File: src/rtl/big_pkg.sv
// Purpose: constants and types for the bus interrupt grant arbiter
// Assumes: four request levels, five-bit processor priority
// Notes: no software-visible registers
package big_pkg;
   localparam int NUM_LEVELS = 4;
   localparam int PRI_W = 5;
   localparam int VEC_W = 9;
   localparam int TBL_ENTRIES = 128;
   localparam int TBL_IDX_W = 7;
   localparam int ADDR_W = 32;
   localparam logic [PRI_W-1:0] PRI_BASE = 5'h14;
   localparam logic [PRI_W-1:0] PRI_TOP = 5'h17;
   localparam logic [PRI_W-1:0] PRI_RESET = 5'h1F;
   localparam logic [2:0] LEVEL_LOW = 3'h4;
   localparam logic [1:0] IDX_W0 = 2'h0;
   localparam logic [ADDR_W-1:0] ADDR_ALIGN_MASK = 32'hFFFFFFFC;
   localparam int ACK_TIMEOUT_CYC = 64;
   localparam logic [6:0] ACK_TIMEOUT = 7'h40;

   typedef enum logic [2:0] {
      BIG_IDLE = 3'b000,
      BIG_ACK = 3'b001,
      BIG_DISPATCH = 3'b011,
      BIG_FAULT = 3'b010
   } big_state_t;

   function automatic logic [PRI_W-1:0] big_level_pri(input logic [1:0] idx);
      big_level_pri = PRI_BASE + {3'h0, idx};
   endfunction : big_level_pri
endpackage : big_pkg

File: src/rtl/big_arbiter.sv
// Purpose: processor-side interrupt arbitration, grant and dispatch checks
// Assumes: requests and vector from peripherals are asynchronous pins
// Notes: priority held here; software steps are strobes from the core
`timescale 1ns/1ps
module big_arbiter
   import big_pkg::*;
(
   // clock and reset
   input wire logic clk,
   input wire logic rst_n,
   // bus configuration straps
   input wire logic busFourGrant,
   input wire logic multilevelDispatchSetting,
   // four-grant bus
   input wire logic [big_pkg::NUM_LEVELS-1:0] fourGrantBusRequest,
   output logic [big_pkg::NUM_LEVELS-1:0] busGrantLine,
   // single-grant bus; vector inputs also serve the four-grant bus
   input wire logic [big_pkg::NUM_LEVELS-1:0] singleGrantBusRequest,
   output logic interruptAcknowledgeChain,
   input wire logic vectorValid,
   input wire logic [big_pkg::VEC_W-1:0] deviceVector,
   // core side
   input wire logic [big_pkg::ADDR_W-1:0] dispatchBase,
   input wire logic setPriorityStrobe,
   input wire logic [big_pkg::PRI_W-1:0] setPriorityValue,
   input wire logic returnStrobe,
   input wire logic [big_pkg::PRI_W-1:0] returnPriority,
   output logic [big_pkg::PRI_W-1:0] processorPriorityLevel,
   output logic dispatchValid,
   output logic [big_pkg::ADDR_W-1:0] dispatchAddress,
   output logic [big_pkg::PRI_W-1:0] savedPriority,
   output logic [big_pkg::PRI_W-1:0] devicePriority,
   output logic illegalBusConfigCrash,
   output logic reservedOperandFault
);
   import big_pkg::*;

   // ****************************************
   // input synchronisation
   // ****************************************
   logic [NUM_LEVELS-1:0] reqFourS;
   logic [NUM_LEVELS-1:0] reqSingleS;
   logic vecValidS;
   logic fourStrapS;
   logic mlStrapS;
   logic [VEC_W-1:0] vecS;
   logic vecValidPrev;

   big_sync #(.WIDTH(2*NUM_LEVELS)) u_req_sync (
      .clk(clk),
      .rst_n(rst_n),
      .async({fourGrantBusRequest, singleGrantBusRequest}),
      .synced({reqFourS, reqSingleS})
   );
   big_sync #(.WIDTH(VEC_W+3)) u_mode_sync (
      .clk(clk),
      .rst_n(rst_n),
      .async({deviceVector, vectorValid, multilevelDispatchSetting, busFourGrant}),
      .synced({vecS, vecValidS, mlStrapS, fourStrapS})
   );

   // ****************************************
   // strap capture at reset release
   // ****************************************
   logic strapTaken;
   logic [1:0] strapWait;
   logic [1:0] next_strapWait;
   logic multilevel;
   logic fourGrantMode;
   logic next_strapTaken;
   logic next_multilevel;
   logic next_fourGrantMode;

   always_comb begin
      // straps need two edges through the synchroniser before they are valid
      next_strapWait = {strapWait[0], 1'b1};
      next_strapTaken = strapTaken;
      next_multilevel = multilevel;
      next_fourGrantMode = fourGrantMode;
      if (!strapTaken && strapWait[1]) begin
         next_strapTaken = 1'b1;
         next_fourGrantMode = fourStrapS;
         // only meaningful on the single-grant bus
         next_multilevel = mlStrapS & ~fourStrapS;
      end
   end

   always_ff @(posedge clk or negedge rst_n) begin
      if (!rst_n) begin
         strapTaken <= 1'b0;
         strapWait <= 2'h0;
         multilevel <= 1'b0;
         fourGrantMode <= 1'b0;
      end else begin
         strapTaken <= next_strapTaken;
         strapWait <= next_strapWait;
         multilevel <= next_multilevel;
         fourGrantMode <= next_fourGrantMode;
      end
   end

   // ****************************************
   // arbitration
   // ****************************************
   logic [NUM_LEVELS-1:0] activeReq;
   logic winValid;
   logic [1:0] winIdx;

   always_comb begin
      activeReq = fourGrantMode ? reqFourS : reqSingleS;
      winValid = 1'b0;
      winIdx = IDX_W0;
      // highest eligible level wins
      for (int i = 0; i < NUM_LEVELS; i++) begin
         if (activeReq[i] && big_level_pri(2'(i)) > processorPriorityLevel) begin
            winValid = 1'b1;
            winIdx = 2'(i);
         end
      end
   end

   // ****************************************
   // grant and dispatch sequencer
   // ****************************************
   big_state_t state;
   big_state_t next_state;
   logic [NUM_LEVELS-1:0] next_busGrantLine;
   logic next_ack;
   logic [PRI_W-1:0] next_pri;
   logic next_dispValid;
   logic [ADDR_W-1:0] next_dispAddr;
   logic [PRI_W-1:0] next_saved;
   logic [PRI_W-1:0] next_devPri;
   logic next_crash;
   logic next_rof;
   logic [6:0] waitCnt;
   logic [6:0] next_waitCnt;
   logic [1:0] grantIdx;
   logic [1:0] next_grantIdx;

   always_comb begin
      next_state = state;
      next_busGrantLine = '0;
      next_ack = 1'b0;
      next_pri = processorPriorityLevel;
      next_dispValid = 1'b0;
      next_dispAddr = dispatchAddress;
      next_saved = savedPriority;
      next_devPri = devicePriority;
      next_crash = illegalBusConfigCrash;
      next_rof = 1'b0;
      next_waitCnt = waitCnt;
      next_grantIdx = grantIdx;
      case (state)
         BIG_IDLE: begin
            if (setPriorityStrobe) begin
               next_pri = setPriorityValue;
            end else if (returnStrobe) begin
               if (returnPriority > processorPriorityLevel) begin
                  next_rof = 1'b1;
               end else begin
                  next_pri = returnPriority;
               end
            end else if (winValid && strapTaken) begin
               next_saved = processorPriorityLevel;
               next_devPri = big_level_pri(winIdx);
               next_grantIdx = winIdx;
               next_waitCnt = '0;
               if (fourGrantMode) begin
                  next_busGrantLine[winIdx] = 1'b1;
                  next_pri = big_level_pri(winIdx);
               end else begin
                  next_ack = 1'b1;
                  next_pri = PRI_TOP;
               end
               next_state = BIG_ACK;
            end
         end
         BIG_ACK: begin
            next_busGrantLine = fourGrantMode ? (4'h1 << grantIdx) : 4'h0;
            next_ack = ~fourGrantMode;
            next_waitCnt = waitCnt + 7'h01;
            if (vecValidS && !vecValidPrev) begin
               next_busGrantLine = '0;
               next_ack = 1'b0;
               next_dispAddr = (dispatchBase + {23'h0, vecS[8:2], 2'h0}) & ADDR_ALIGN_MASK;
               next_state = BIG_DISPATCH;
            end else if (waitCnt == ACK_TIMEOUT) begin
               next_busGrantLine = '0;
               next_ack = 1'b0;
               next_pri = savedPriority;
               next_state = BIG_IDLE;
            end
         end
         BIG_DISPATCH: begin
            next_dispValid = 1'b1;
            next_state = BIG_IDLE;
            if (multilevel && !fourGrantMode) begin
               if (devicePriority <= savedPriority) begin
                  next_crash = 1'b1;
                  next_dispValid = 1'b0;
                  next_state = BIG_FAULT;
               end else begin
                  next_pri = devicePriority;
               end
            end
         end
         BIG_FAULT: begin
            next_state = BIG_FAULT;
         end
         default: begin
            next_state = BIG_IDLE;
         end
      endcase
   end

   always_ff @(posedge clk or negedge rst_n) begin
      if (!rst_n) begin
         state <= BIG_IDLE;
         busGrantLine <= '0;
         interruptAcknowledgeChain <= 1'b0;
         processorPriorityLevel <= PRI_RESET;
         dispatchValid <= 1'b0;
         dispatchAddress <= '0;
         savedPriority <= '0;
         devicePriority <= '0;
         illegalBusConfigCrash <= 1'b0;
         reservedOperandFault <= 1'b0;
         waitCnt <= '0;
         grantIdx <= IDX_W0;
         vecValidPrev <= 1'b0;
      end else begin
         state <= next_state;
         busGrantLine <= next_busGrantLine;
         interruptAcknowledgeChain <= next_ack;
         processorPriorityLevel <= next_pri;
         dispatchValid <= next_dispValid;
         dispatchAddress <= next_dispAddr;
         savedPriority <= next_saved;
         devicePriority <= next_devPri;
         illegalBusConfigCrash <= next_crash;
         reservedOperandFault <= next_rof;
         waitCnt <= next_waitCnt;
         grantIdx <= next_grantIdx;
         vecValidPrev <= vecValidS;
      end
   end

   // ****************************************
   // checks
   // ****************************************
   a_single_grant_top: assert property (@(posedge clk) disable iff (!rst_n)
      $rose(interruptAcknowledgeChain) |-> processorPriorityLevel == PRI_TOP)
      else $error("single-grant grant did not raise priority to top");
   a_four_grant_level: assert property (@(posedge clk) disable iff (!rst_n)
      $rose(|busGrantLine) |-> processorPriorityLevel == devicePriority && $onehot(busGrantLine))
      else $error("four-grant priority does not match granted level");
   a_no_grant_below: assert property (@(posedge clk) disable iff (!rst_n)
      $rose(|busGrantLine | interruptAcknowledgeChain) |-> devicePriority > savedPriority)
      else $error("granted request not above current priority");
   a_top_refuses_all: assert property (@(posedge clk) disable iff (!rst_n)
      (state == BIG_IDLE && processorPriorityLevel == PRI_TOP) |=> !$rose(interruptAcknowledgeChain))
      else $error("grant issued at top priority");
   a_grant_one_line: assert property (@(posedge clk) disable iff (!rst_n)
      !(interruptAcknowledgeChain && |busGrantLine))
      else $error("both grant styles active");
   a_dispatch_lower: assert property (@(posedge clk) disable iff (!rst_n)
      (dispatchValid && multilevel && !fourGrantMode) |-> processorPriorityLevel == devicePriority)
      else $error("multilevel dispatch did not lower priority");
   a_crash_cause: assert property (@(posedge clk) disable iff (!rst_n)
      $rose(illegalBusConfigCrash) |-> multilevel && devicePriority <= savedPriority)
      else $error("crash without illegal placement");
   a_return_fault: assert property (@(posedge clk) disable iff (!rst_n)
      reservedOperandFault |-> $stable(processorPriorityLevel))
      else $error("faulting return changed priority");
   a_entry_aligned: assert property (@(posedge clk) disable iff (!rst_n)
      dispatchValid |-> dispatchAddress[1:0] == 2'h0)
      else $error("dispatch entry not word aligned");
   a_mode_static: assert property (@(posedge clk) disable iff (!rst_n)
      strapTaken && $past(strapTaken) |-> $stable(multilevel))
      else $error("multilevel mode changed after initialization");
endmodule : big_arbiter

File: src/rtl/big_sync.sv
// Purpose: two-flop synchroniser for request and chain inputs
// Assumes: inputs asynchronous to clk
// Notes: first stage read only by second stage
`timescale 1ns/1ps
module big_sync #(
   parameter int WIDTH = 1
) (
   // clock and reset
   input wire logic clk,
   input wire logic rst_n,
   // data
   input wire logic [WIDTH-1:0] async,
   output logic [WIDTH-1:0] synced
);
   logic [WIDTH-1:0] stage1;
   logic [WIDTH-1:0] next_stage1;
   logic [WIDTH-1:0] next_synced;

   always_comb begin
      next_stage1 = async;
      next_synced = stage1;
   end

   always_ff @(posedge clk or negedge rst_n) begin
      if (!rst_n) begin
         stage1 <= '0;
         synced <= '0;
      end else begin
         stage1 <= next_stage1;
         synced <= next_synced;
      end
   end
endmodule : big_sync
File: config.mk
export PLATFORM = sky130hd
export DESIGN_NAME = big_arbiter
export DESIGN_NICKNAME = d
export VERILOG_FILES = /design/src/rtl/big_pkg.sv /design/src/rtl/big_arbiter.sv /design/src/rtl/big_sync.sv
export SDC_FILE = /design/constraint.sdc
export NUM_CORES = 1
export LEC_CHECK = 0
export BUFFER_PORTS_ARGS = -buffer_cell sky130_fd_sc_hd__buf_2
export CORE_UTILIZATION = 56
export DETAILED_ROUTE_END_ITERATION = 12
export GPL_ROUTABILITY_DRIVEN = 0
export PLACE_DENSITY = 0.83
export SETUP_SLACK_MARGIN = 0.3
export SLEW_MARGIN = 20
export SYNTH_ARGS = -nofsm -noshare
export SYNTH_HDL_FRONTEND = slang
export SYNTH_SLANG_ARGS = --single-unit
File: constraint.sdc
create_clock -name clk -period 4.6 [get_ports clk]
set_clock_uncertainty 0.1 [all_clocks]
set_input_delay 0.92 -clock clk [delete_from_list [all_inputs] [get_ports clk]]
set_output_delay 0.92 -clock clk [all_outputs]
set_load 0.005 [all_outputs]
==> flow_summary.json, run 1 <==
{
  "arrival_ps": 3200,
  "cts_setup_buffers": 0,
  "diodes": 0,
  "seqCellArea_sq_um": 2560,
  "cts_tree": "built",
  "clock_path_buffers": 2,
  "synth_seq_cells": 102,
  "drt_iter0_drc": 252,
  "cts_root_buffer": "clkbuf_8",
  "power.share.combinational_pct": 35.8,
  "tns_ps": 0,
  "synth_top_area_share_pct": 49.7,
  "grt_pass1_vias": 3635,
  "seqPwrFrac_pct": 46.7,
  "clkTransAtPathRegs_ps": 100,
  "p_sw_mw": 1.12,
  "yosysTopAreaCell": "dfrtp_1",
  "cp.required_ps": 4760,
  "min_path_type": "reg -> reg",
  "ios": 121,
  "max_stage_delay_ps": 700,
  "tightestPinTransition_ps": 970,
  "synth.distinct_cells": 65,
  "dp_hpwl_um": 7900,
  "syn_area_sq_um": 4890,
  "fin_crit_ps": 3040,
  "yosys-top-cells-area": "dfrtp_1 50%, ha_1 4.6%, nand2_1 4.5%",
  "critPathSlowestCell": "a211o_1",
  "ctsHoldBuffers": 0,
  "routed_wl_um": 10900,
  "wl_per_cell_um": 15.7,
  "critPathMaxFanout": 23,
  "avgViaCountPerCell": 5.75,
  "cap_violations": 0,
  "slew_viol_final": 0,
  "core-area_sq_um": 8340,
  "die_y_um": 95.4,
  "synth_enable_flop_cells": 0,
  "cts_resized": 0,
  "grt_pass1_wl_um": 17400,
  "dr.pass1.iters": 6,
  "drive_gt1_share_pct": 26.1,
  "synth-main-ff-cell": "dfrtp_1",
  "fmax_mhz": 329,
  "placed_cells": 679,
  "pwr-share-clk_pct": 17.4,
  "start_kind": "flip-flop",
  "layout_common_cells": "112 x buf_2, 97 x dfrtp_1, 59 x nand2_1, 42 x o21ai_0, 29 x inv_1",
  "multi_input_area_sq_um": 2130,
  "ant_nets": 0,
  "synthArstFlopShare_pct": 100,
  "use_met1_pct": 34.8,
  "antenna_found_initial": 0,
  "p_sw_share_pct": 37.7,
  "fillCellCount": 658,
  "rows": 33,
  "grt_max_degree": 75,
  "clk_latency_ps": 360,
  "slew_headroom_pct": 35.3,
  "finalSetupViolations": 0,
  "met2_usage_pct": 39.2,
  "cts_buffers": 9,
  "avgSynthCellArea_sq_um": 10.2,
  "end_kind": "flip-flop",
  "syn_inst": 477,
  "track_usage_pct": 25.3,
  "path_class": "reg -> reg",
  "final_common_cell": "buf_2",
  "start_util_pct": 58.6,
  "ys_seq_area_share_pct": 52.3,
  "htree_num_levels": 3,
  "use_met3_pct": 3.75,
  "busiest_layer": "met2",
  "fin_crit_sh_pct": 66.2,
  "whs_ps": 249,
  "p_int_mw": 1.86,
  "dieArea_sq_um": 9110,
  "ir_drop_mv": 0.269,
  "clkSinkCount": 102,
  "finalHoldViolations": 0,
  "io_buffers": 113,
  "status": "completed",
  "fin_nets": 670,
  "die_x_um": 95.4,
  "final_cell_count_no_fill": 695,
  "p_per_area_nw_per_um2": 522,
  "p_leak_nw": 2.72,
  "remaining_drc_errors": 0,
  "vias": 3996,
  "grt_overflow_total": 0,
  "cp_cell_sequence": "inv_1 > nor4_1 > o21bai_1 > a211o_1 > mux2_2",
  "synth_warnings": 0,
  "synthToLayoutAreaGrowth_pct": 16.7,
  "rsz0062_at_grt": "false"
}
## cell families after synthesis
| family | Yosys count | share of synthesized area [%] |
|---|---|---|
| AOI/OAI and AO/OA | 108 | 14.4 |
| xor gates and xnor gates | 20 | 3.58 |
| adders and majority gates | 19 | 5.02 |
| buffers and inverters | 51 | 4.33 |
| DFF | 102 | 52.3 |
| muxes | 15 | 3.38 |
| other | 2 | 0.154 |
| and+or+nand+nor | 160 | 16.8 |
## Yosys cell counts (3+ instances only)
master and count:
dfrtp_1 97, nand2_1 59, o21ai_0 43, inv_1 29, nor2_1 22, ha_1 18
nand3_1 18, xnor2_1 18, clkbuf_1 12, mux2i_1 9, nor3_1 9, a2111oi_0 8
a31oi_1 8, or3_1 8, a211oi_1 7, a21oi_1 7, o211ai_1 6, dfstp_2 5
nand2b_1 5, nor2b_1 5, o21a_1 5, and2_1 4, and3_1 4, buf_2 4
buf_4 4, mux2_2 4, o2bb2ai_1 4, a21o_1 3, nor4_1 3
## state kept, by name, summed over array words and instances (netlist names), 4 cells and up
name,count
waitCnt,7
u_mode_sync.synced,10
busGrantLine,4
u_mode_sync.next_synced,10
processorPriorityLevel,5
dispatchAddress,30
savedPriority,5
u_req_sync.synced,8
u_req_sync.next_synced,8
## critical path, delay by kind of cell, from the launching register on
family	cells	cell delay (ps)
AO/OA/AOI/OAI	2	1110
buffers and inverters	1	90
flip-flops	1	580
multiplexers	1	410
AND/OR/NAND/NOR	1	640
## area by class of cell
type,instances,share of cell area [%]
timing repair buffer,116,10.4
clock buffer,9,2.17
inverter,30,1.97
clock inverter,7,0.965
sequential,102,44.9
multi-input combinational,326,37.4
tap,105,2.30
## metrics by stage
step,setup WS [ps],power (mW),utilization [%],cell area [sq um]
floorplan,1640,2.01,-,4900
global placement,1140,2.39,66.2,5520
detailed placement,1100,2.46,66.2,5520
CTS,1490,2.99,68.3,5700
global route,1350,3.19,68.4,5700
finish,1560,2.98,68.4,5700
## per-layer routing
metal	vias to the layer above	part of all wire, %
met5	-	0
met4	0	3.0
met3	40	6.1
met2	165	49
met1	1906	42
li1	1885	-
## path summary, 6_finish.rpt
check	slack, ps	startpoint	cells after the start	end
min in group asynchronous	580	rst_n	1	u_req_sync.synced[7]
min reg2reg	250	u_req_sync.next_synced[2]	0	u_req_sync.synced[2]
max	1560	processorPriorityLevel[2]	5	savedPriority[0]
max in group asynchronous	2890	rst_n	2	dispatchAddress[16]
min	250	u_req_sync.next_synced[2]	0	u_req_sync.synced[2]
max reg2reg	1560	processorPriorityLevel[2]	5	savedPriority[0]
## power groups by stage
stage	registers [mW]	logic (mW)	clock network (mW)
2_1_floorplan	1.35	0.663	0
3_3_place_gp	1.39	1.00	0
3_5_place_dp	1.40	1.06	0
4_1_cts	1.39	1.06	0.537
5_1_grt	1.43	1.20	0.566
6_report	1.39	1.07	0.519
(Power assumes the default switching activity.)
==> run 2: changes to the inputs <==
--- a/config.mk
+++ b/config.mk
@@ -6,10 +6,10 @@
 export NUM_CORES = 1
 export LEC_CHECK = 0
 export BUFFER_PORTS_ARGS = -buffer_cell sky130_fd_sc_hd__buf_2
-export CORE_UTILIZATION = 56
+export CORE_UTILIZATION = 48
 export DETAILED_ROUTE_END_ITERATION = 12
 export GPL_ROUTABILITY_DRIVEN = 0
-export PLACE_DENSITY = 0.83
+export PLACE_DENSITY = 0.76
 export SETUP_SLACK_MARGIN = 0.3
 export SLEW_MARGIN = 20
 export SYNTH_ARGS = -nofsm -noshare
==> constraint.sdc (replaced) <==
create_clock -name clk -period 2.5 [get_ports clk]
set_clock_uncertainty 0.1 [all_clocks]
set_input_delay 0.5 -clock clk [delete_from_list [all_inputs] [get_ports clk]]
set_output_delay 0.5 -clock clk [all_outputs]
set_load 0.005 [all_outputs]
==> flow_summary.json, run 2 (synthesis results as in run 1) <==
{
  "cp.required_ps": 2720,
  "synthToLayoutAreaGrowth_pct": 32.7,
  "p_per_area_nw_per_um2": 927,
  "avgViaCountPerCell": 5.43,
  "slew_headroom_pct": 50.1,
  "clkSinkCount": 102,
  "rows": 36,
  "die_x_um": 103,
  "finalHoldViolations": 0,
  "dp_hpwl_um": 8540,
  "start_kind": "flip-flop",
  "cts_root_buffer": "clkbuf_8",
  "max_stage_delay_ps": 570,
  "critPathSlowestCell": "dfstp_2",
  "dr.pass1.iters": 5,
  "p_leak_nw": 2.95,
  "fin_nets": 710,
  "finalPower_mw": 6.01,
  "tightestPinTransition_ps": 747,
  "ios": 121,
  "end_kind": "flip-flop",
  "grt_max_degree": 37,
  "critPathMaxFanout": 2,
  "finalSetupViolations": 0,
  "io_buffers": 113,
  "clock_path_buffers": 2,
  "start_util_pct": 49.8,
  "diodes": 0,
  "preCtsSetupSlack_ps": -59.3,
  "wl_per_cell_um": 15.6,
  "die_y_um": 103,
  "fin_crit_ps": 2480,
  "antenna_found_initial": 0,
  "setup_slack_ps": 20.7,
  "min_path_type": "in -> reg",
  "layout_common_cells": "112 x buf_2, 97 x dfrtp_1, 59 x nand2_1, 37 x buf_4, 29 x o21ai_0",
  "arrival_ps": 2700,
  "tns_ps": 0,
  "largest_register": "dispatchAddress",
  "dieArea_sq_um": 10600,
  "ff2ff_path_depth": 9,
  "cts_tree": "built",
  "cp_num_buf_inv": 2,
  "final_area_sq_um": 6490,
  "path_depth": 9,
  "vias": 4141,
  "drt_iter0_drc": 240,
  "clk_latency_ps": 390,
  "largest_reg_flops": 30,
  "ant_nets": 0,
  "grt_pass1_wl_um": 18200,
  "final_common_cell": "buf_2",
  "routed_wl_um": 11900,
  "clkTransAtPathRegs_ps": 100,
  "remaining_drc_errors": 0,
  "rsz0062_at_grt": "true",
  "grt_pass1_vias": 3863,
  "path_class": "reg -> reg",
  "track_usage_pct": 22.6,
  "fmax_mhz": 403,
  "grt_overflow_total": 0,
  "hold_depth": 1,
  "cp_cell_sequence": "inv_4 > ha_4 > and3_4 > a311o_1 > a31oi_2 > or4_4 > nor3_4 > buf_6 > mux2_4",
  "ir_drop_mv": 0.467,
  "status": "completed",
  "drive_gt1_share_pct": 36.7,
  "cts_buffers": 9,
  "dpl-instance-area_sq_um": 6030,
  "crit_family": "simple AND/OR/NAND/NOR gates",
  "core-area_sq_um": 9820,
  "fin_crit_sh_pct": 99.2,
  "cap_violations": 0,
  "slew_viol_final": 0,
  "htree_num_levels": 3,
  "fillCellCount": 771
}
## run 2: changes by cell type in the layout (fill, tap and decap cells not counted), sizes merged
cell	before	now
buf	116	154
clkbuf	9	10
clkinv	4	3
dlygate4sd3	0	1
inv	32	33
## run 2: power by group
group	internal [mW]	switching [mW]
clock	0.396	0.638
sequential	2.13	0.340
combinational	1.21	1.29
## run 2: routing by layer
metal  part of all wire, %  GRT usage, %
met3                   5.0          4.34
met1                    42          30.2
met5                     0             0
met2                    50          36.4
met4                   2.6          9.43
## run 2: cell type report
class	count	area [sq um]	area share, %
Clock buffer	9	124	1.91
Clock inverter	7	75.1	1.16
Inverter	30	115	1.77
Multi-Input combinational cell	326	2500	38.5
Sequential cell	102	2560	39.4
Tap cell	133	166	2.57
Timing Repair Buffer	156	947	14.6
## run 2: repair_timing
action / CTS / global route
hold buffers: 1 / 0
setup buffers: 4 / 3
resized for setup: 12 / 24
setup endpoints to repair: 16 / 30
pin swaps: 8 / 9
hold endpoints to repair: 12 / 0
cloned: 1 / 0
## run 2: final timing paths
| check | startpoint | to | slack, ps |
|---|---|---|---|
| setup reg to reg | processorPriorityLevel[4] | processorPriorityLevel[0] | 20 |
| hold reg to reg | u_req_sync.next_synced[6] | u_req_sync.synced[6] | 260 |
| max in group asynchronous | rst_n | dispatchValid | 1320 |
| hold / removal | fourGrantBusRequest[0] | u_req_sync.next_synced[4] | 110 |
| min in group asynchronous | rst_n | reservedOperandFault | 400 |
| setup / recovery | processorPriorityLevel[4] | processorPriorityLevel[0] | 20 |
## run 2: per-stage QoR
step / std cells / util [%] / hold slack, ps
4_1_cts: 760 / 64.7 / 99.3
5_1_grt: 763 / 66.1 / 87.6
2_1_floorplan: 479 / - / 104
3_3_place_gp: 738 / 61.4 / 231
6_report: 763 / 66.1 / 113
3_5_place_dp: 738 / 61.4 / 235
==> run 3: changes to the inputs <==
--- a/config.mk
+++ b/config.mk
@@ -6,10 +6,12 @@
 export NUM_CORES = 1
 export LEC_CHECK = 0
 export BUFFER_PORTS_ARGS = -buffer_cell sky130_fd_sc_hd__buf_2
+export CORE_ASPECT_RATIO = 0.75
 export CORE_UTILIZATION = 48
 export DETAILED_ROUTE_END_ITERATION = 12
 export GPL_ROUTABILITY_DRIVEN = 0
 export PLACE_DENSITY = 0.76
+export RECOVER_POWER = 50
 export SETUP_SLACK_MARGIN = 0.3
 export SLEW_MARGIN = 20
 export SYNTH_ARGS = -nofsm -noshare
==> flow_summary.json, run 3 (synthesis results as in run 1) <==
{
  "clock_path_buffers": 2,
  "remaining_drc_errors": 0,
  "wl_per_cell_um": 16.4,
  "fillCellCount": 755,
  "vias": 4152,
  "htree_num_levels": 3,
  "antenna_found_initial": 0,
  "clk_latency_ps": 340,
  "grt_overflow_total": 0,
  "grt_pass1_vias": 3914,
  "fin_crit_sh_pct": 99.3,
  "cts_root_buffer": "clkbuf_16",
  "largest_reg_flops": 30,
  "hold_depth": 1,
  "grt_max_degree": 51,
  "critPathMaxFanout": 3,
  "p_per_area_nw_per_um2": 982,
  "cp_cell_sequence": "inv_2 > ha_4 > and3_4 > a311o_1 > a31oi_2 > or4_4 > nor3_4 > buf_6 > mux2i_1",
  "tns_ps": 0,
  "drt_iter0_drc": 300,
  "finalSetupViolations": 0,
  "avgViaCountPerCell": 5.42,
  "fmax_mhz": 403,
  "start_util_pct": 50.0,
  "rows": 31,
  "min_path_type": "in -> reg",
  "dieArea_sq_um": 10600,
  "ant_nets": 0,
  "max_stage_delay_ps": 550,
  "utilization_pct": 68.6,
  "path_class": "reg -> reg",
  "grt_pass1_wl_um": 19000,
  "clkTransAtPathRegs_ps": 80,
  "drive_gt1_share_pct": 39.0,
  "largest_register": "dispatchAddress",
  "slew_headroom_pct": 27.7,
  "highest_layer": "met4",
  "clkSinkCount": 102,
  "routed_wl_um": 12600,
  "crit_family": "simple AND/OR/NAND/NOR gates",
  "seqCellArea_sq_um": 2560,
  "cp.required_ps": 2670,
  "dr.pass1.iters": 5,
  "cp_num_buf_inv": 2,
  "status": "completed",
  "fin_crit_ps": 2480,
  "layout_common_cells": "111 x buf_2, 97 x dfrtp_1, 56 x nand2_1, 30 x buf_4, 25 x o21ai_0",
  "critPathSlowestCell": "dfstp_2",
  "arrival_ps": 2650,
  "cap_violations": 0,
  "wl_met2_um": 6160,
  "met1_length_um": 5630,
  "multi_input_area_sq_um": 2570,
  "ios": 121,
  "die_y_um": 89.4,
  "synthToLayoutAreaGrowth_pct": 37.2,
  "rsz0062_at_grt": "true",
  "fin_nets": 714,
  "final_common_cell": "buf_2",
  "cts_buffers": 9,
  "cts_tree": "built",
  "end_kind": "flip-flop",
  "ir_drop_mv": 0.527,
  "die_x_um": 119,
  "tightestPinTransition_ps": 1080,
  "track_usage_pct": 23.0,
  "ff2ff_path_depth": 9,
  "core-area_sq_um": 9770,
  "path_depth": 9,
  "diodes": 0,
  "p_leak_nw": 3.07,
  "start_kind": "flip-flop",
  "slew_viol_final": 0,
  "wl_met3_um": 646,
  "dp_hpwl_um": 8770,
  "finalHoldViolations": 0,
  "io_buffers": 113
}
==> run 3: report_power, final <==
part           total (mW)  switching, mW  internal (mW)
combinational        2.71           1.40           1.31
clock                1.38          0.671          0.709
sequential           2.50          0.361           2.13
==> run 3: worst register-to-register path: stages, from the launching register on <==
cell and delay, ps:
dfstp_2 550, inv_2 50, ha_4 260, and3_4 170, a311o_1 190, a31oi_2 70, or4_4 450, nor3_4 230
buf_6 160, mux2i_1 180
==> run 3: layer usage <==
layer / track usage [%] / up-vias
met2: 36.8 / 134
met3: 5.04 / 16
met4: 7.36 / 0
li1: - / 1987
met1: 31.5 / 2015
met5: 0 / -
==> run 3: area by class of cell <==
type                    count  share of cell area, %
well taps                 132                   2.46
inverters                  30                   1.68
flip-flops and latches    102                   38.2
repair buffers            160                   14.9
clock inverters             7                   1.08
multi-input cells         326                   38.3
clock buffers               9                   3.36
==> run 3: repair_timing <==
action                                 CTS  global route
pin swaps                                7            17
cloned                                   1             1
endpoints found under the hold margin   27             0
buffers inserted                         5             8
resized for setup                       20            51
hold buffers                             1             0
setup endpoints to repair               20            45
==> run 3: metrics by stage <==
stage	setup WS [ps]	hold slack [ps]	area [sq um]	instances	total power, mW
4_1_cts	38.5	150	6490	757	6.33
6_report	18.5	163	6710	766	6.58
5_1_grt	-83.3	141	6710	766	7.01
3_5_place_dp	-53.2	235	6000	734	4.80
3_3_place_gp	6.23	231	6000	734	4.68
2_1_floorplan	78.7	104	5110	479	3.77
==> run 3: path summary, 6_finish.rpt <==
path / slack [ps] / start / end
setup / recovery: 20 / processorPriorityLevel[4] / processorPriorityLevel[3]
hold / removal: 160 / deviceVector[2] / u_mode_sync.next_synced[5]
setup reg to reg: 20 / processorPriorityLevel[4] / processorPriorityLevel[3]
hold reg to reg: 250 / u_req_sync.next_synced[0] / u_req_sync.synced[0]
max in group asynchronous: 390 / rst_n / dispatchAddress[4]
min in group asynchronous: 530 / rst_n / busGrantLine[1]
